===== src/adp_pkg.sv =====
// register layout, page codes and decode helpers for the config bank
`default_nettype none
package adp_pkg;
  // bank prefix carried in acc_addr[15:12]
  localparam logic [3:0] ADP_BANK_GEN = 4'h4;
  localparam logic [3:0] ADP_BANK_JESD = 4'h6;
  // general and analog bank offsets
  localparam logic [11:0] ADP_GEN_RESET = 12'h000;
  localparam logic [11:0] ADP_GEN_PAGE_LO = 12'h003;
  localparam logic [11:0] ADP_GEN_PAGE_HI = 12'h004;
  localparam logic [11:0] ADP_GEN_BCAST = 12'h005;
  localparam logic [11:0] ADP_GEN_APAGE = 12'h011;
  localparam logic [11:0] ADP_MST_PDN = 12'h026;
  // page codes
  localparam logic [15:0] ADP_PAGE_MAIN = 16'h6800;
  localparam logic [15:0] ADP_PAGE_LINK = 16'h6900;
  localparam logic [15:0] ADP_PAGE_ANA = 16'h6a00;
  localparam logic [7:0] ADP_APAGE_MASTER = 8'h80;
  localparam logic [7:0] ADP_RST_BYTE = 8'h00;
  localparam logic [15:0] ADP_RST_PAGE = 16'h0000;
  localparam logic [3:0] ADP_DECFIL_LOWPASS = 4'h0;
  // bit positions
  localparam int ADP_COMMIT_BIT = 0;
  localparam int ADP_DECEN_BIT = 3;
  localparam int ADP_DECFIL_HI_BIT = 4;
  localparam int ADP_DECFIL_LO_MSB = 2;
  localparam int ADP_NYQ_BIT = 7;
  localparam int ADP_GAIN_BIT = 0;
  localparam int ADP_DIGRST_BIT = 0;
  localparam int ADP_TXDIS_BIT = 0;
  localparam int ADP_LMODE_MSB = 2;
  localparam int ADP_SCR_BIT = 7;
  localparam int ADP_K_MSB = 4;
  localparam int ADP_PLL_MSB = 1;
  localparam int ADP_SWING_LSB = 5;
  localparam int ADP_BCAST_BIT = 0;
  localparam int ADP_PDN_BIT = 7;
  localparam int ADP_SRST_HI_BIT = 7;
  localparam int ADP_SRST_LO_BIT = 0;

  typedef enum logic [1:0] {ADP_PG_NONE, ADP_PG_MAIN, ADP_PG_LINK,
    ADP_PG_ANA} adp_page_t;
  typedef logic [4:0] adp_slot_t;

  // storage slots; main page slots come first and are committed
  localparam int ADP_NSLOT = 25;
  localparam int ADP_NMAIN = 9;
  localparam adp_slot_t ADP_S_COMMIT = 5'd0;
  localparam adp_slot_t ADP_S_DECFIL = 5'd1;
  localparam adp_slot_t ADP_S_DECEN = 5'd2;
  localparam adp_slot_t ADP_S_NYQ = 5'd3;
  localparam adp_slot_t ADP_S_GAIN = 5'd4;
  localparam adp_slot_t ADP_S_DIGRST = 5'd8;
  localparam adp_slot_t ADP_S_LCTL = 5'd9;
  localparam adp_slot_t ADP_S_LMODE = 5'd10;
  localparam adp_slot_t ADP_S_SCR = 5'd13;
  localparam adp_slot_t ADP_S_KLEN = 5'd14;
  localparam adp_slot_t ADP_S_ORDA = 5'd16;
  localparam adp_slot_t ADP_S_ORDB = 5'd17;
  localparam adp_slot_t ADP_S_PLL = 5'd22;
  localparam adp_slot_t ADP_S_SWING = 5'd24;

  localparam adp_page_t ADP_SLOT_PAGE [ADP_NSLOT] = '{
    ADP_PG_MAIN, ADP_PG_MAIN, ADP_PG_MAIN, ADP_PG_MAIN, ADP_PG_MAIN,
    ADP_PG_MAIN, ADP_PG_MAIN, ADP_PG_MAIN, ADP_PG_MAIN,
    ADP_PG_LINK, ADP_PG_LINK, ADP_PG_LINK, ADP_PG_LINK, ADP_PG_LINK,
    ADP_PG_LINK, ADP_PG_LINK, ADP_PG_LINK, ADP_PG_LINK,
    ADP_PG_ANA, ADP_PG_ANA, ADP_PG_ANA, ADP_PG_ANA, ADP_PG_ANA,
    ADP_PG_ANA, ADP_PG_ANA};
  localparam logic [11:0] ADP_SLOT_OFS [ADP_NSLOT] = '{
    12'h000, 12'h041, 12'h04d, 12'h04e, 12'h052, 12'h072, 12'h0ab,
    12'h0ad, 12'h0f7,
    12'h000, 12'h001, 12'h002, 12'h003, 12'h005, 12'h006, 12'h007,
    12'h031, 12'h032,
    12'h012, 12'h013, 12'h014, 12'h015, 12'h016, 12'h01a, 12'h01b};
  // writable bits; reserved bits store and read as zero
  localparam logic [7:0] ADP_SLOT_MASK [ADP_NSLOT] = '{
    8'h01, 8'h17, 8'h08, 8'h80, 8'h81, 8'h08, 8'h01, 8'h03, 8'h01,
    8'h9f, 8'hc7, 8'he8, 8'hff, 8'h80, 8'h1f, 8'h08, 8'hff, 8'hff,
    8'hfc, 8'hfc, 8'hfc, 8'hfc, 8'h03, 8'h02, 8'he8};

  // map page and offset to {hit, slot}
  function automatic logic [5:0] adp_decode(input adp_page_t pg,
    input logic [11:0] ofs);
    logic [5:0] r;
    r = '0;
    for (int i = 0; i < ADP_NSLOT; i++)
    begin
      if (pg == ADP_SLOT_PAGE[i] && ofs == ADP_SLOT_OFS[i])
        r = {1'b1, i[4:0]};
    end
    return r;
  endfunction : adp_decode

  // pick one slot byte out of a packed register image
  function automatic logic [7:0] adp_byte(
    input logic [ADP_NSLOT*8-1:0] v, input adp_slot_t s);
    return v[{s, 3'b000} +: 8];
  endfunction : adp_byte
endpackage : adp_pkg
`default_nettype wire


===== src/adp_chan_regs.sv =====
// one channel's copy of the jesd bank registers with commit shadow
`default_nettype none
module adp_chan_regs import adp_pkg::*; (
  input wire logic clk_sys,
  input wire logic rst,
  input wire logic wr_en,
  input wire adp_page_t page,
  input wire logic [11:0] offset,
  input wire logic [7:0] wdata,
  output logic [ADP_NSLOT*8-1:0] live_q,
  output logic [ADP_NSLOT*8-1:0] eff_q
);
  logic [7:0] mem_reg [ADP_NSLOT];
  logic [7:0] eff_reg [ADP_NMAIN];
  wire logic [5:0] dec;
  wire logic hit;
  wire adp_slot_t slot;
  wire logic commit;

  // slot decode and commit detection on the 1 then 0 write
  assign dec = adp_decode(page, offset);
  assign hit = dec[5];
  assign slot = dec[4:0];
  assign commit = wr_en && hit && slot == ADP_S_COMMIT &&
    !wdata[ADP_COMMIT_BIT] && mem_reg[ADP_S_COMMIT][ADP_COMMIT_BIT];

  // live register storage
  always_ff @(posedge clk_sys)
  begin
    if (rst)
      for (int i = 0; i < ADP_NSLOT; i++) mem_reg[i] <= ADP_RST_BYTE;
    else if (wr_en && hit)
      mem_reg[slot] <= wdata & ADP_SLOT_MASK[slot];
  end

  // main page values reach the datapath only on commit
  always_ff @(posedge clk_sys)
  begin
    if (rst)
      for (int i = 0; i < ADP_NMAIN; i++) eff_reg[i] <= ADP_RST_BYTE;
    else if (commit)
      for (int i = 0; i < ADP_NMAIN; i++) eff_reg[i] <= mem_reg[i];
  end

  // pack images for the top level
  for (genvar g = 0; g < ADP_NSLOT; g++)
  begin : g_pack
    assign live_q[g*8 +: 8] = mem_reg[g];
    if (g < ADP_NMAIN)
    begin : g_main
      assign eff_q[g*8 +: 8] = eff_reg[g];
    end
    else
    begin : g_rest
      assign eff_q[g*8 +: 8] = mem_reg[g];
    end
  end
endmodule : adp_chan_regs
`default_nettype wire


===== src/adp_config_bank.sv =====
// register bank for the digital pages of a dual-channel converter
// Notes on behaviour
// - page 68h high, 00h low selects the main digital page 6800h.
// - page 69h high, 00h low selects the link digital page 6900h.
// - analog page offset 016h holds serializer pll mode; 02h means 40x.
// - analog page 80h then C0h to 26h enters global power-down.
// - main offset 041h holds the decimation filter mode; 16h is hp x2.
// - bit 3 of main offset 04Dh lets the filter mode take control.
// - main page values apply after 01h then 00h written to offset 000h.
// - link offsets 031h, 032h hold channel A and B reorder codes.
// - link offset 001h value 01h selects four-lane filter mode.
// - link offset 001h value 02h selects two-lane filter mode.
// - reset gives low-pass filter, lane mode 00h and paired channel writes.
// - page selector splits over address 3 (low) and 4 (high).
// - broadcast-disable 0 writes both channels; 1 uses channel bit.
`default_nettype none
module adp_config_bank import adp_pkg::*; (
  input wire logic clk_sys,
  input wire logic sys_rst,
  input wire logic acc_wr,
  input wire logic acc_rd,
  input wire logic [15:0] acc_addr,
  input wire logic acc_chan,
  input wire logic [7:0] acc_wdata,
  output logic [7:0] acc_rdata,
  output logic acc_rvalid,
  output logic [15:0] link_bank_page_select,
  output logic per_channel_write_enable,
  output logic global_power_down,
  output logic soft_reset,
  output logic [3:0] decimation_filter_select_a,
  output logic [3:0] decimation_filter_select_b,
  output logic nyquist_zone_control_a,
  output logic nyquist_zone_control_b,
  output logic gain_stage_enable_a,
  output logic gain_stage_enable_b,
  output logic digital_block_reset_a,
  output logic digital_block_reset_b,
  output logic transmit_link_disable,
  output logic [2:0] lane_configuration_mode,
  output logic scrambler_enable,
  output logic [4:0] multiframe_frame_count,
  output logic [7:0] channel_a_output_order,
  output logic [7:0] channel_b_output_order,
  output logic [1:0] serializer_pll_mode,
  output logic [2:0] output_swing_select
);
  // general registers
  logic [7:0] page_lo_reg;
  logic [7:0] page_hi_reg;
  logic bcast_dis_reg;
  logic [7:0] apage_reg;
  logic [7:0] mst_pdn_reg;
  logic srst_reg;
  logic [7:0] rdata_reg;
  logic rvalid_reg;
  // registered configuration outputs
  logic [3:0] fsel_a_reg;
  logic [3:0] fsel_b_reg;
  logic [7:0] eff_a_nyq_reg;
  logic [7:0] eff_b_nyq_reg;
  logic [7:0] gain_reg;
  logic [7:0] link_reg;
  logic [7:0] lmode_reg;
  logic [7:0] klen_reg;
  logic [7:0] orda_reg;
  logic [7:0] ordb_reg;
  logic [7:0] pll_reg;
  logic [7:0] swing_reg;
  logic [1:0] drst_reg;
  logic scr_reg;

  wire logic int_rst;
  wire logic [3:0] bank;
  wire logic [11:0] ofs;
  wire logic gen_acc;
  wire logic jesd_acc;
  wire logic [15:0] page_now;
  wire adp_page_t page;
  wire logic mst_sel;
  wire logic we_a;
  wire logic we_b;
  wire logic [ADP_NSLOT*8-1:0] live_a;
  wire logic [ADP_NSLOT*8-1:0] live_b;
  wire logic [ADP_NSLOT*8-1:0] eff_a;
  wire logic [ADP_NSLOT*8-1:0] eff_b;
  wire logic [5:0] rd_dec;
  wire logic [7:0] jesd_rd;
  wire logic [7:0] gen_rd;
  wire logic [7:0] rd_next;
  wire logic [3:0] fsel_a_next;
  wire logic [3:0] fsel_b_next;
  // bytes of the effective images used by the output registers
  wire logic [7:0] decen_a_byte;
  wire logic [7:0] decen_b_byte;
  wire logic [7:0] decfil_a_byte;
  wire logic [7:0] decfil_b_byte;
  wire logic [7:0] gain_a_byte;
  wire logic [7:0] gain_b_byte;
  wire logic [7:0] drst_a_byte;
  wire logic [7:0] drst_b_byte;
  wire logic [7:0] lctl_a_byte;
  wire logic [7:0] scr_a_byte;

  // software reset also clears the bank for one cycle, all but the read answer registers
  assign int_rst = sys_rst | srst_reg;

  // address split and page decode
  assign bank = acc_addr[15:12];
  assign ofs = acc_addr[11:0];
  assign gen_acc = bank == ADP_BANK_GEN;
  assign jesd_acc = bank == ADP_BANK_JESD;
  assign page_now = {page_hi_reg, page_lo_reg};
  assign page = page_now == ADP_PAGE_MAIN ? ADP_PG_MAIN :
    page_now == ADP_PAGE_LINK ? ADP_PG_LINK :
    page_now == ADP_PAGE_ANA ? ADP_PG_ANA : ADP_PG_NONE;
  assign mst_sel = apage_reg == ADP_APAGE_MASTER;

  // channel steering for jesd bank writes
  assign we_a = acc_wr && jesd_acc && (!bcast_dis_reg || !acc_chan);
  assign we_b = acc_wr && jesd_acc && (!bcast_dis_reg || acc_chan);

  // page, broadcast, analog page and power-down registers
  always_ff @(posedge clk_sys)
  begin
    if (int_rst)
    begin
      page_lo_reg <= ADP_RST_PAGE[7:0];
      page_hi_reg <= ADP_RST_PAGE[15:8];
      bcast_dis_reg <= 1'b0;
      apage_reg <= ADP_RST_BYTE;
      mst_pdn_reg <= ADP_RST_BYTE;
    end
    else if (acc_wr && gen_acc)
    begin
      if (ofs == ADP_GEN_PAGE_LO)
        page_lo_reg <= acc_wdata;
      if (ofs == ADP_GEN_PAGE_HI)
        page_hi_reg <= acc_wdata;
      if (ofs == ADP_GEN_BCAST)
        bcast_dis_reg <= acc_wdata[ADP_BCAST_BIT];
      if (ofs == ADP_GEN_APAGE)
        apage_reg <= acc_wdata;
      if (ofs == ADP_MST_PDN && mst_sel)
        mst_pdn_reg <= acc_wdata;
    end
  end

  // self-clearing software reset
  always_ff @(posedge clk_sys)
  begin
    if (int_rst)
      srst_reg <= 1'b0;
    else
      srst_reg <= acc_wr && gen_acc && ofs == ADP_GEN_RESET &&
        (acc_wdata[ADP_SRST_HI_BIT] || acc_wdata[ADP_SRST_LO_BIT]);
  end

  // per-channel register copies
  adp_chan_regs u_chan_a (
    .clk_sys(clk_sys),
    .rst(int_rst),
    .wr_en(we_a),
    .page(page),
    .offset(ofs),
    .wdata(acc_wdata),
    .live_q(live_a),
    .eff_q(eff_a)
  );

  adp_chan_regs u_chan_b (
    .clk_sys(clk_sys),
    .rst(int_rst),
    .wr_en(we_b),
    .page(page),
    .offset(ofs),
    .wdata(acc_wdata),
    .live_q(live_b),
    .eff_q(eff_b)
  );

  // read path; paired mode reads back channel A
  assign rd_dec = adp_decode(page, ofs);
  assign jesd_rd = !rd_dec[5] ? ADP_RST_BYTE :
    (bcast_dis_reg && acc_chan) ? adp_byte(live_b, rd_dec[4:0]) :
    adp_byte(live_a, rd_dec[4:0]);
  assign gen_rd = ofs == ADP_GEN_PAGE_LO ? page_lo_reg :
    ofs == ADP_GEN_PAGE_HI ? page_hi_reg :
    ofs == ADP_GEN_BCAST ? {7'h00, bcast_dis_reg} :
    ofs == ADP_GEN_APAGE ? apage_reg :
    (ofs == ADP_MST_PDN && mst_sel) ? mst_pdn_reg : ADP_RST_BYTE;
  assign rd_next = gen_acc ? gen_rd : jesd_acc ? jesd_rd : ADP_RST_BYTE;

  // read answer one cycle after the strobe
  always_ff @(posedge clk_sys)
  begin
    if (sys_rst)
    begin
      rdata_reg <= ADP_RST_BYTE;
      rvalid_reg <= 1'b0;
    end
    else
    begin
      rvalid_reg <= acc_rd;
      if (acc_rd)
        rdata_reg <= rd_next;
    end
  end

  // bytes picked out of the effective images, one named wire each
  assign decen_a_byte = adp_byte(eff_a, ADP_S_DECEN);
  assign decen_b_byte = adp_byte(eff_b, ADP_S_DECEN);
  assign decfil_a_byte = adp_byte(eff_a, ADP_S_DECFIL);
  assign decfil_b_byte = adp_byte(eff_b, ADP_S_DECFIL);
  assign gain_a_byte = adp_byte(eff_a, ADP_S_GAIN);
  assign gain_b_byte = adp_byte(eff_b, ADP_S_GAIN);
  assign drst_a_byte = adp_byte(eff_a, ADP_S_DIGRST);
  assign drst_b_byte = adp_byte(eff_b, ADP_S_DIGRST);
  assign lctl_a_byte = adp_byte(eff_a, ADP_S_LCTL);
  assign scr_a_byte = adp_byte(eff_a, ADP_S_SCR);

  // filter mode counts only while decimation control is enabled
  assign fsel_a_next =
    decen_a_byte[ADP_DECEN_BIT] ?
    {decfil_a_byte[ADP_DECFIL_HI_BIT],
     decfil_a_byte[ADP_DECFIL_LO_MSB:0]}
    : ADP_DECFIL_LOWPASS;
  assign fsel_b_next =
    decen_b_byte[ADP_DECEN_BIT] ?
    {decfil_b_byte[ADP_DECFIL_HI_BIT],
     decfil_b_byte[ADP_DECFIL_LO_MSB:0]}
    : ADP_DECFIL_LOWPASS;

  // output registers follow the effective images
  always_ff @(posedge clk_sys)
  begin
    if (int_rst)
    begin
      fsel_a_reg <= ADP_DECFIL_LOWPASS;
      fsel_b_reg <= ADP_DECFIL_LOWPASS;
      eff_a_nyq_reg <= ADP_RST_BYTE;
      eff_b_nyq_reg <= ADP_RST_BYTE;
      gain_reg <= ADP_RST_BYTE;
      link_reg <= ADP_RST_BYTE;
      lmode_reg <= ADP_RST_BYTE;
      klen_reg <= ADP_RST_BYTE;
      orda_reg <= ADP_RST_BYTE;
      ordb_reg <= ADP_RST_BYTE;
      pll_reg <= ADP_RST_BYTE;
      swing_reg <= ADP_RST_BYTE;
      drst_reg <= 2'b00;
      scr_reg <= 1'b0;
    end
    else
    begin
      fsel_a_reg <= fsel_a_next;
      fsel_b_reg <= fsel_b_next;
      eff_a_nyq_reg <= adp_byte(eff_a, ADP_S_NYQ);
      eff_b_nyq_reg <= adp_byte(eff_b, ADP_S_NYQ);
      gain_reg <= {6'h00,
        gain_b_byte[ADP_GAIN_BIT],
        gain_a_byte[ADP_GAIN_BIT]};
      link_reg <= lctl_a_byte;
      scr_reg <= scr_a_byte[ADP_SCR_BIT]; // kept apart from link control
      lmode_reg <= adp_byte(eff_a, ADP_S_LMODE);
      klen_reg <= adp_byte(eff_a, ADP_S_KLEN);
      orda_reg <= adp_byte(eff_a, ADP_S_ORDA);
      ordb_reg <= adp_byte(eff_b, ADP_S_ORDB);
      pll_reg <= adp_byte(eff_a, ADP_S_PLL);
      swing_reg <= adp_byte(eff_a, ADP_S_SWING);
      drst_reg <= {drst_b_byte[ADP_DIGRST_BIT],
        drst_a_byte[ADP_DIGRST_BIT]};
    end
  end

  // output wiring from registers
  assign acc_rdata = rdata_reg;
  assign acc_rvalid = rvalid_reg;
  assign link_bank_page_select = page_now;
  assign per_channel_write_enable = bcast_dis_reg;
  assign global_power_down = mst_pdn_reg[ADP_PDN_BIT];
  assign soft_reset = srst_reg;
  assign decimation_filter_select_a = fsel_a_reg;
  assign decimation_filter_select_b = fsel_b_reg;
  assign nyquist_zone_control_a = eff_a_nyq_reg[ADP_NYQ_BIT];
  assign nyquist_zone_control_b = eff_b_nyq_reg[ADP_NYQ_BIT];
  assign gain_stage_enable_a = gain_reg[0];
  assign gain_stage_enable_b = gain_reg[1];
  assign digital_block_reset_a = drst_reg[0];
  assign digital_block_reset_b = drst_reg[1];
  assign transmit_link_disable = link_reg[ADP_TXDIS_BIT];
  assign lane_configuration_mode = lmode_reg[ADP_LMODE_MSB:0];
  assign scrambler_enable = scr_reg;
  assign multiframe_frame_count = klen_reg[ADP_K_MSB:0];
  assign channel_a_output_order = orda_reg;
  assign channel_b_output_order = ordb_reg;
  assign serializer_pll_mode = pll_reg[ADP_PLL_MSB:0];
  assign output_swing_select = swing_reg[7:ADP_SWING_LSB];
endmodule : adp_config_bank
`default_nettype wire


===== config.mk =====
export PLATFORM = sky130hd
export DESIGN_NAME = adp_config_bank
export DESIGN_NICKNAME = d
export VERILOG_FILES = /design/src/adp_pkg.sv /design/src/adp_chan_regs.sv /design/src/adp_config_bank.sv
export SDC_FILE = /design/constraint.sdc
export NUM_CORES = 1
export LEC_CHECK = 0
export ABC_AREA = 1
export ABC_CLOCK_PERIOD_IN_PS = 4530
export BUFFER_PORTS_ARGS = -buffer_cell sky130_fd_sc_hd__buf_2
export CAP_MARGIN = 20
export CORE_MARGIN = 8
export CORE_UTILIZATION = 30
export CTS_CLUSTER_SIZE = 12
export DETAILED_ROUTE_END_ITERATION = 10
export SLEW_MARGIN = 20
export SYNTH_ARGS = -nofsm -noshare
export SYNTH_HDL_FRONTEND = slang
export SYNTH_SLANG_ARGS = --single-unit

===== constraint.sdc =====
create_clock -name clk_sys -period 4.53 [get_ports clk_sys]
set_clock_uncertainty 0.05 [all_clocks]
set_input_delay 0.906 -clock clk_sys [delete_from_list [all_inputs] [get_ports clk_sys]]
set_output_delay 0.906 -clock clk_sys [all_outputs]
set_load 0.01 [all_outputs]

# Yosys cells after proc, flatten, opt, wreduce, memory -nomap -nowiden
# Memories as Yosys holds them, arrays and structs flattened. A register that Yosys moved wholly into a read port is not among the register bits.
# Cells that the tools add are included.
[classes] shift=2 reduce_logical=58 n_lt_le_gt_ge=1 eq_ne=35 mux=77 bitwise=23
[op_table] op="$shiftx 200x9->8" count=2
[op_table] op="$mux 8" count=31
[op_table] op="$mux 6" count=25
[op_table] op="$eq 12x5->1 const B" count=8
[op_table] op="$eq 12x7->1 const B" count=5
[op_table] op="$eq 12x3->1 const B" count=4
[op_table] op="$eq 16x15->1 const B" count=3
[op_table] op="$logic_and 1x1->1" count=41
[op_table] op="$eq 12x6->1 const B" count=3
[op_table] op="$eq 12x8->1 const B" count=3
[op_table] op="$eq 12x2->1 const B" count=2
[op_table] op="$or 1x1->1" count=19
[op_table] op="$mux 1" count=16
[op_table] op="$reduce_or 8->1" count=2
[op_table] op="$eq 12x1->1 const B" count=1
[op_table] op="$logic_not 12->1" count=1
[op_table] op="$mux 5" count=2
[op_table] op="$reduce_and 2->1" count=5
[op_table] op="$and 8x8->8" count=1
[op_table] op="$eq 4x3->1 const B" count=2
[op_table] op="$eq 8x8->1 const B" count=1
[op_table] op="$ge 6x6->1 const B" count=1
[op_table] op="$mux 2" count=3
[op_table] op="$not 5->6" count=1
[op_table] op="other kinds (7)" count=14
[word_totals] out_inout_bits=73 memories=5 ramBits=544 romBits=256 reg_bits=79
[memory_table] name="(name not given)" words=32 word_bits=8 rd=1 rd_ports_with_merged_regs=0 write_ports=0 line_no="adp_chan_regs.sv:33" rtl="mem_reg[slot] <= wdata & ADP_SLOT_MASK[slot];"
[memory_table] name="u_chan_a.mem_reg" words=25 word_bits=8 rd=25 rd_ports_with_merged_regs=0 write_ports=25 line_no="adp_chan_regs.sv:13" rtl="logic [7:0] mem_reg [ADP_NSLOT];"
[memory_table] name="u_chan_b.mem_reg" words=25 word_bits=8 rd=25 rd_ports_with_merged_regs=0 write_ports=25 line_no="adp_chan_regs.sv:13"
[memory_table] name="u_chan_a.eff_reg" words=9 word_bits=8 rd=5 rd_ports_with_merged_regs=4 write_ports=9 line_no="adp_chan_regs.sv:14" rtl="logic [7:0] eff_reg [ADP_NMAIN];"
[memory_table] name="u_chan_b.eff_reg" words=9 word_bits=8 rd=5 rd_ports_with_merged_regs=4 write_ports=9 line_no="adp_chan_regs.sv:14"

# Depth between registers and ports, before layout
# Gate-level depths: netlist of run 1.
[logic_depth] ltp_word=39 ltp_mapped=25 depth_no_buf=21

# By module
# Synthesis of run 1 repeated with hierarchy kept, for this count alone.
[unflattened] hier_cells=3431 hier_area_um2=33032.9
[modules_own_cells] mod="adp_chan_regs at u_chan_b" area_each_um2=12197.9 cells_per_inst=1000 n_inst=1 seq_area_each_um2=8167.8
[modules_own_cells] mod="adp_chan_regs at u_chan_a" area_each_um2=11875.1 cells_per_inst=1010 n_inst=1 seq_area_each_um2=8167.8
[modules_own_cells] mod="adp_config_bank" area_each_um2=8959.8 cells_per_inst=1421 n_inst=1 seq_area_each_um2=1761.7

# Worst setup path after synthesis of run 1
# OpenSTA, ideal clock, no wires.
[synth_timing] path_type="input to register" start="input port acc_addr[2]" end="memory u_chan_b.mem_reg[8][0] (enable)" path_buffers=3 path_stages=20 arrival_time_ps=3655 setup_slack_ps=496 cell_sequence="inv_1 -> nand2_1 -> nor2_2 -> nand3_1 -> nand2_1 -> nand2_1 -> nand3_1 -> nor2_1 -> nand4_1 -> nor2_1 -> nand4_1 -> inv_1 -> buf_2 -> clkbuf_1 -> ha_1 -> clkbuf_1 -> inv_1 -> nor2_1 -> nand2_2 -> nand2_1"
[synth_lines] item="start, declared" line_no="adp_config_bank.sv:22" rtl="input wire logic [15:0] acc_addr,"
[synth_lines] item="end, declared" line_no="adp_chan_regs.sv:13"

==> out/metrics.yaml, run 1 <==
status:
  outcome: "finished clean"
synth:
  synth-seq-cells: 504
  synthArstFlopShare_pct: 0
  yosysSeqAreaShare_pct: 59.71
  synth_top_cell_area_share_pct: 52.33
  synth_warnings: 0
  synth_edf_count: 416
  ys.flop_type: "edfxtp_1"
  syn_avg_cell_area_um2: 9.787
  syn-cell-area_um2: 23870
  synth_area_leaders: "edfxtp_1, nor2_1, dfxtp_1"
  synth_cell_types: 52
  syn_inst: 2439
  yosysTopAreaCell: "edfxtp_1"
clocking:
  numCtsBuffers: 53
  postCtsHoldBufs: 0
  cts_resized: 0
  clockBufferDepth: 3
  clkTransAtPathRegs_ns: 0.06
  worst_skew_pair.late_latency_ns: 0.60
  cts_root_buf: "clkbuf_16"
  cts_sinks: 504
  cts_tree: "yes"
  cts_max_level: 2
  cts_setup_buffers: 0
floorplan:
  num_rows: 103
  fp.dieArea_um2: 88850
  ios: 102
  die_h_um: 298.1
  core_area_um2: 78870
  start_util_pct: 30.27
  die_w_um: 298.1
finish:
  insertedDiodeCount: 0
  fin_nets: 2671
  mostFrequentLayoutCells: "nor2_1, edfxtp_1, nand2_1"
  drive_gt1_share_pct: 17.36
  synthToLayoutAreaGrowth_pct: 17.77
  mostFrequentLayoutCell: "nor2_1"
critical_path:
  slowest_delay_ns: 0.52
  ff2ff_setup_slack_ns: 0.55
  path_max_fanout: 17
  path_common_cell: "nor2_1"
  cp_slowest_cell: "nor2_2"
  start_kind: "flip-flop"
  path_cells: "inv_1, nand2_1, nor2_1, nand2_4, nor2_2, o2111ai_1, nand4_1, nor2_1, nand2_2, inv_1, buf_4, ha_1, a221oi_1, o2111ai_4, buf_12, nor2_1"
  criticalPathCategory: "reg2reg"
  arrival_ns: 4.39
  required_ns: 4.94
  end_kind: "flip-flop"
power:
  p_leak_nw: 11.33
  vdd_drop_max_uv: 280.1
  powerDensity_nw_per_um2: 351.6
placed_design:
  pre_cts_ws_ns: 0.1424
  hpwl_mm: 50.46
  gp_congestion: 0.9633
  portBuffers: 101
grt:
  grt_max_degree: 72
  grt_usage_pct: 15.68
  grt_pass1_wl_mm: 109.3
  antenna_found_initial: 0
  first_global_vias: 17720
  overflow: 0
job:
  cap_violations: 0
sta:
  hold_viol: 0
  slew_violations: 0
  tns_ns: 0
  min_period_ns: 3.977
  slew_headroom_pct: 35.30
  worst_slack_ns: 0.5526
  min_period_over_period_pct: 87.80
  max_freq_mhz: 251.4
  setup_viol_count_final: 0
  worstMarginPinSlew_ns: 0.9653
  rsz0062_at_grt: "false"
routing:
  drc: 0
  via_count: 18140
  wl_mm: 71.88
  routedWlPerCell_um: 19.28
  drtAntennaViolNets: 0
  drt_iter0_drc: 1520
  vias_per_cell: 4.866
  drt-pass1-iter-count: 6
min_path:
  hold_path.class: "reg2reg"
path summary, 6_finish.rpt:
check	startpoint	endpoint	depth (start not counted)
setup reg to reg	page_lo_reg[1]	u_chan_a.mem_reg[8][0]	16
hold reg to reg	u_chan_b.eff_reg[8][0]	drst_reg[1]	2
hold / removal	u_chan_b.eff_reg[8][0]	drst_reg[1]	2
setup / recovery	page_lo_reg[1]	u_chan_a.mem_reg[8][0]	16
critical path, delay by kind of cell, from the launching register on:
| kind | cells | cell delay (ns) |
|---|---|---|
| AOI/OAI and AO/OA | 3 | 1.21 |
| adders and majority gates | 1 | 0.19 |
| buffers and inverters | 4 | 0.67 |
| DFF | 1 | 0.34 |
| and+or+nand+nor | 8 | 1.38 |
cells in the mapped netlist (8+ instances only):
cell,count
a21oi_1,94
a31oi_1,8
buf_1,12
buf_2,49
buf_4,8
clkbuf_1,54
dfxtp_1,88
edfxtp_1,416
ha_1,8
inv_1,178
inv_2,14
mux2_2,77
mux2i_1,58
nand2_1,413
nand2_2,23
nand2_4,13
nand3_1,89
nand3_2,8
nand4_1,39
nor2_1,549
nor2_4,8
nor3_1,20
nor4_1,12
o2111ai_1,10
o211ai_1,32
o21ai_0,108
o21ai_1,8
metal layers:
| layer | track usage (%) | vias to the layer above | wire length [um] |
|---|---|---|---|
| met4 | 5.907 | 0 | 2595 |
| met1 | 20.54 | 8714 | 30710 |
| met5 | 0 | - | 0 |
| met2 | 25.54 | 681 | 33300 |
| li1 | - | 8608 | - |
| met3 | 3.082 | 137 | 5282 |
report_power, final:
part           switching [mW]  total, mW  internal (mW)
registers              0.0461       5.23           5.18
logic                   0.284      0.397          0.113
clock network            1.80       4.26           2.46
layout make-up:
cell class / count / area, um2
tap: 1050 / 1314
multi-input combinational: 1670 / 8572
fill: 7968 / 50760
clock buffer: 90 / 1598
inverter: 195 / 735.7
clock inverter: 9 / 105.1
timing repair buffer: 210 / 1536
sequential: 504 / 14250
through the flow:
stage	hold slack, ns	utilization, %	total power, mW	area [um2]	cells
floorplan	0.3893	-	5.543	24080	2494
global placement	0.4061	33.49	5.718	26410	3629
detailed placement	0.4030	33.49	5.723	26410	3629
CTS	0.4168	35.65	9.974	28110	3728
global route	0.4502	35.65	10.19	28110	3728
finish	0.4116	35.65	9.886	28110	3728
cells by family (layout without fill, tap and decap cells):
kind of cell | count (synthesis) | after routing | synth area share (%)
buffers and inverters | 320 | 504 | 5.524
AO/OA/AOI/OAI | 274 | 274 | 6.562
multiplexers | 135 | 135 | 6.064
AND/OR/NAND/NOR | 1197 | 1197 | 21.70
other | 1 | 56 | 0.01571
flip-flops | 504 | 504 | 59.71
adder cells (fa/ha/maj) | 8 | 8 | 0.4193
Note: power is estimated with default switching activity, not from simulation.
==> run 2, diff against run 1 <==
Settings changed: ABC_CLOCK_PERIOD_IN_PS 4530 to 4700, REMOVE_ABC_BUFFERS from default to 1, SYNTH_HIERARCHICAL from default to 1.
Clock period 4.53 ns to 4.7 ns, I/O delays scaled along.
==> out/metrics.yaml, run 2 <==
status:
  outcome: "finished clean"
critical_path:
  path_max_fanout: 9  # -8
  ff2ff_path_depth: 22  # +6
  start_kind: "flip-flop"
  end_kind: "flip-flop"
  criticalPathCategory: "reg2reg"
  arrival_ns: 4.50  # +0.11 ns
  rr_startpoint: "page_lo_reg[6]"
  r2r-end: "u_chan_b/mem_reg[22][3]"
  required_ns: 4.91  # -0.03 ns
  ff2ff_setup_slack_ns: 0.41  # -0.14 ns
grt:
  grt_max_degree: 76  # +5.6%
  grt_busiest_layer: "met2"
  overflow: 0  # unchanged
  antenna_found_initial: 0  # unchanged
  met2_usage_pct: 26.00  # +0.46 points
  grt_use_met3_pct: 2.411  # -0.67 points
  grt_pass1_wl_mm: 128.4  # +18%
  first_global_vias: 20240  # +14%
  grt_usage_pct: 16.21  # +0.53 points
  met1_usage_pct: 22.21  # +1.7 points
clocking:
  postCtsHoldBufs: 0  # unchanged
  clkTransAtPathRegs_ns: 0.06  # about the same
  cts_root_buf: "clkbuf_16"
  cts_tree: "yes"
  numCtsBuffers: 57  # +7.5%
  clockBufferDepth: 3  # unchanged
  cts_sinks: 504  # unchanged
  cts_max_level: 2  # unchanged
  worst_skew_pair.late_latency_ns: 0.64  # +0.04 ns
placed_design:
  gp_congestion: 0.9380  # -2.6%
  portBuffers: 101  # unchanged
  hpwl_mm: 59.99  # +19%
power:
  switching_power_mw: 2.211  # +3.6%
  pwr-share-comb_pct: 4.2  # +0.2 points
  p_int_mw: 7.588  # -2.1%
  swShare_pct: 22.56  # +0.97 points
  powerDensity_nw_per_um2: 320.8  # -8.8%
  p_leak_nw: 12.24  # +8.0%
  vdd_drop_max_uv: 232.3  # -17%
  p_clk_share_pct: 44.8  # +1.7 points
  pwr-share-seq_pct: 51.0  # -1.9 points
floorplan:
  ios: 102  # unchanged
  num_rows: 112  # +8.7%
  start_util_pct: 30.17  # -0.094 points
  die_h_um: 321.9  # +8.0%
  fp.dieArea_um2: 103600  # +17%
  die_w_um: 321.9  # +8.0%
  core_area_um2: 93050  # +18%
sta:
  setup_viol_count_final: 0  # unchanged
  rsz0062_at_grt: "false"
  min_period_ns: 4.288  # +0.3104 ns
  hold-worst-slack_ns: 0.4185  # +0.006883 ns
  worstMarginPinSlew_ns: 0.9407  # -0.02460 ns
  hold_viol: 0  # unchanged
  max_freq_mhz: 233.2  # -7.2%
  slew_violations: 0  # unchanged
  min_period_over_period_pct: 91.23  # +3.4 points
  slew_headroom_pct: 36.71  # +1.4 points
finish:
  synthToLayoutAreaGrowth_pct: 8.793
  drive_gt1_share_pct: 19.43  # +2.1 points
  fin_nets: 3014  # +13%
  fillers: 9679  # +21%
  insertedDiodeCount: 0  # unchanged
  fin_util_pct: 32.83  # -2.8 points
  mostFrequentLayoutCells: "nor2_1, nand2_1, edfxtp_1"
  mostFrequentLayoutCell: "nor2_1"
routing:
  drt_iter0_drc: 2406  # +58%
  vias_per_cell: 4.918  # +1.1%
  drt-pass1-iter-count: 7  # +1
  routedWlPerCell_um: 20.45  # +6.0%
  wl_mm: 87.32  # +21%
  drtAntennaViolNets: 0  # unchanged
  via_count: 21000  # +16%
  drc: 0  # unchanged
synth:
  syn_inst: 3045  # +25%
  synth_warnings: 6  # +6
  syn_avg_cell_area_um2: 9.220  # -5.8%
  syn-cell-area_um2: 28080  # +18%
min_path:
  whs_endpoint: "decimation_filter_select_a[1]"
  hold_path_depth: 2  # unchanged
  hold_path.startpoint: "u_chan_a/eff_reg[0][9]"
  hold_path.class: "reg2reg"
job:
  cap_violations: 0  # unchanged
## run 2: worst max-delay path, stage by stage (launching register included)
cell	delay [ns]
dfxtp_1	0.32
nor2_1	0.13
nand2_1	0.13
nor2_4	0.22
nand2_1	0.15
nor2_2	0.21
buf_4	0.18
nand2_1	0.09
nor2_1	0.17
nand3_1	0.14
nand2_1	0.10
inv_1	0.04
nand2_1	0.05
nand4_1	0.08
nor2_1	0.12
nand4_1	0.08
nor2_1	0.19
nand2_1	0.21
inv_1	0.21
ha_1	0.20
buf_4	0.28
nand4_4	0.23
nand2_1	0.37
## run 2: per-stage QoR
step	cell area, um2	setup slack, ns	cells	total power, mW	TNS, ns
floorplan	25630	-2.338	2712	5.305	-26.82
global placement	28680	0.2952	4164	5.493	0
detailed placement	28680	0.2330	4164	5.500	0
CTS	30530	0.2159	4270	9.896	0
global route	30540	0.02721	4270	10.09	0
finish	30540	0.4122	4270	9.799	0
## run 2: power groups by stage
stage / registers [mW] / logic, mW / clock network [mW]
global route: 5.01 / 0.447 / 4.64
CTS: 5.00 / 0.410 / 4.49
finish: 5.00 / 0.411 / 4.39
detailed placement: 5.09 / 0.408 / 0
floorplan: 5.08 / 0.224 / 0
global placement: 5.09 / 0.405 / 0
## run 2: worst max path at each step
stage,from,endpoint,slack (ns),cells after the start
after global placement,acc_addr[9],acc_rdata[7],0.30,23
after CTS,page_lo_reg[6],u_chan_a/mem_reg[6][1],0.22,30
after detailed placement,page_lo_reg[6],u_chan_a/mem_reg[11][1],0.23,30
after global routing,page_lo_reg[6],u_chan_a/mem_reg[6][1],0.03,30
after floorplan,per_channel_write_enable,acc_rdata[7],-2.34,12
final,page_lo_reg[6],u_chan_b/mem_reg[22][3],0.41,22
## run 2: area by class of cell
type	count	area (um2)	area share (%)
flip-flops and latches	504	14250	46.67
clock buffers	80	1584	5.186
well taps	1254	1569	5.137
inverters	267	1005	3.289
repair buffers	198	1459	4.776
multi-input cells	1941	10410	34.09
clock inverters	26	259.0	0.8479
## run 2: metal layers
metal	vias to the layer above	part of all wire, %	wire [um]
met5	-	0	0
met4	0	3.3	2882
met3	178	7.9	6902
met2	930	46	40040
met1	10140	43	37490
li1	9752	-	-
## run 2: timing repair
| action | 4_1_cts | 5_1_grt |
|---|---|---|
| buffers inserted | 0 | 0 |
| endpoints found under the setup margin | 0 | 64 |
| gates resized for setup | 0 | 5 |
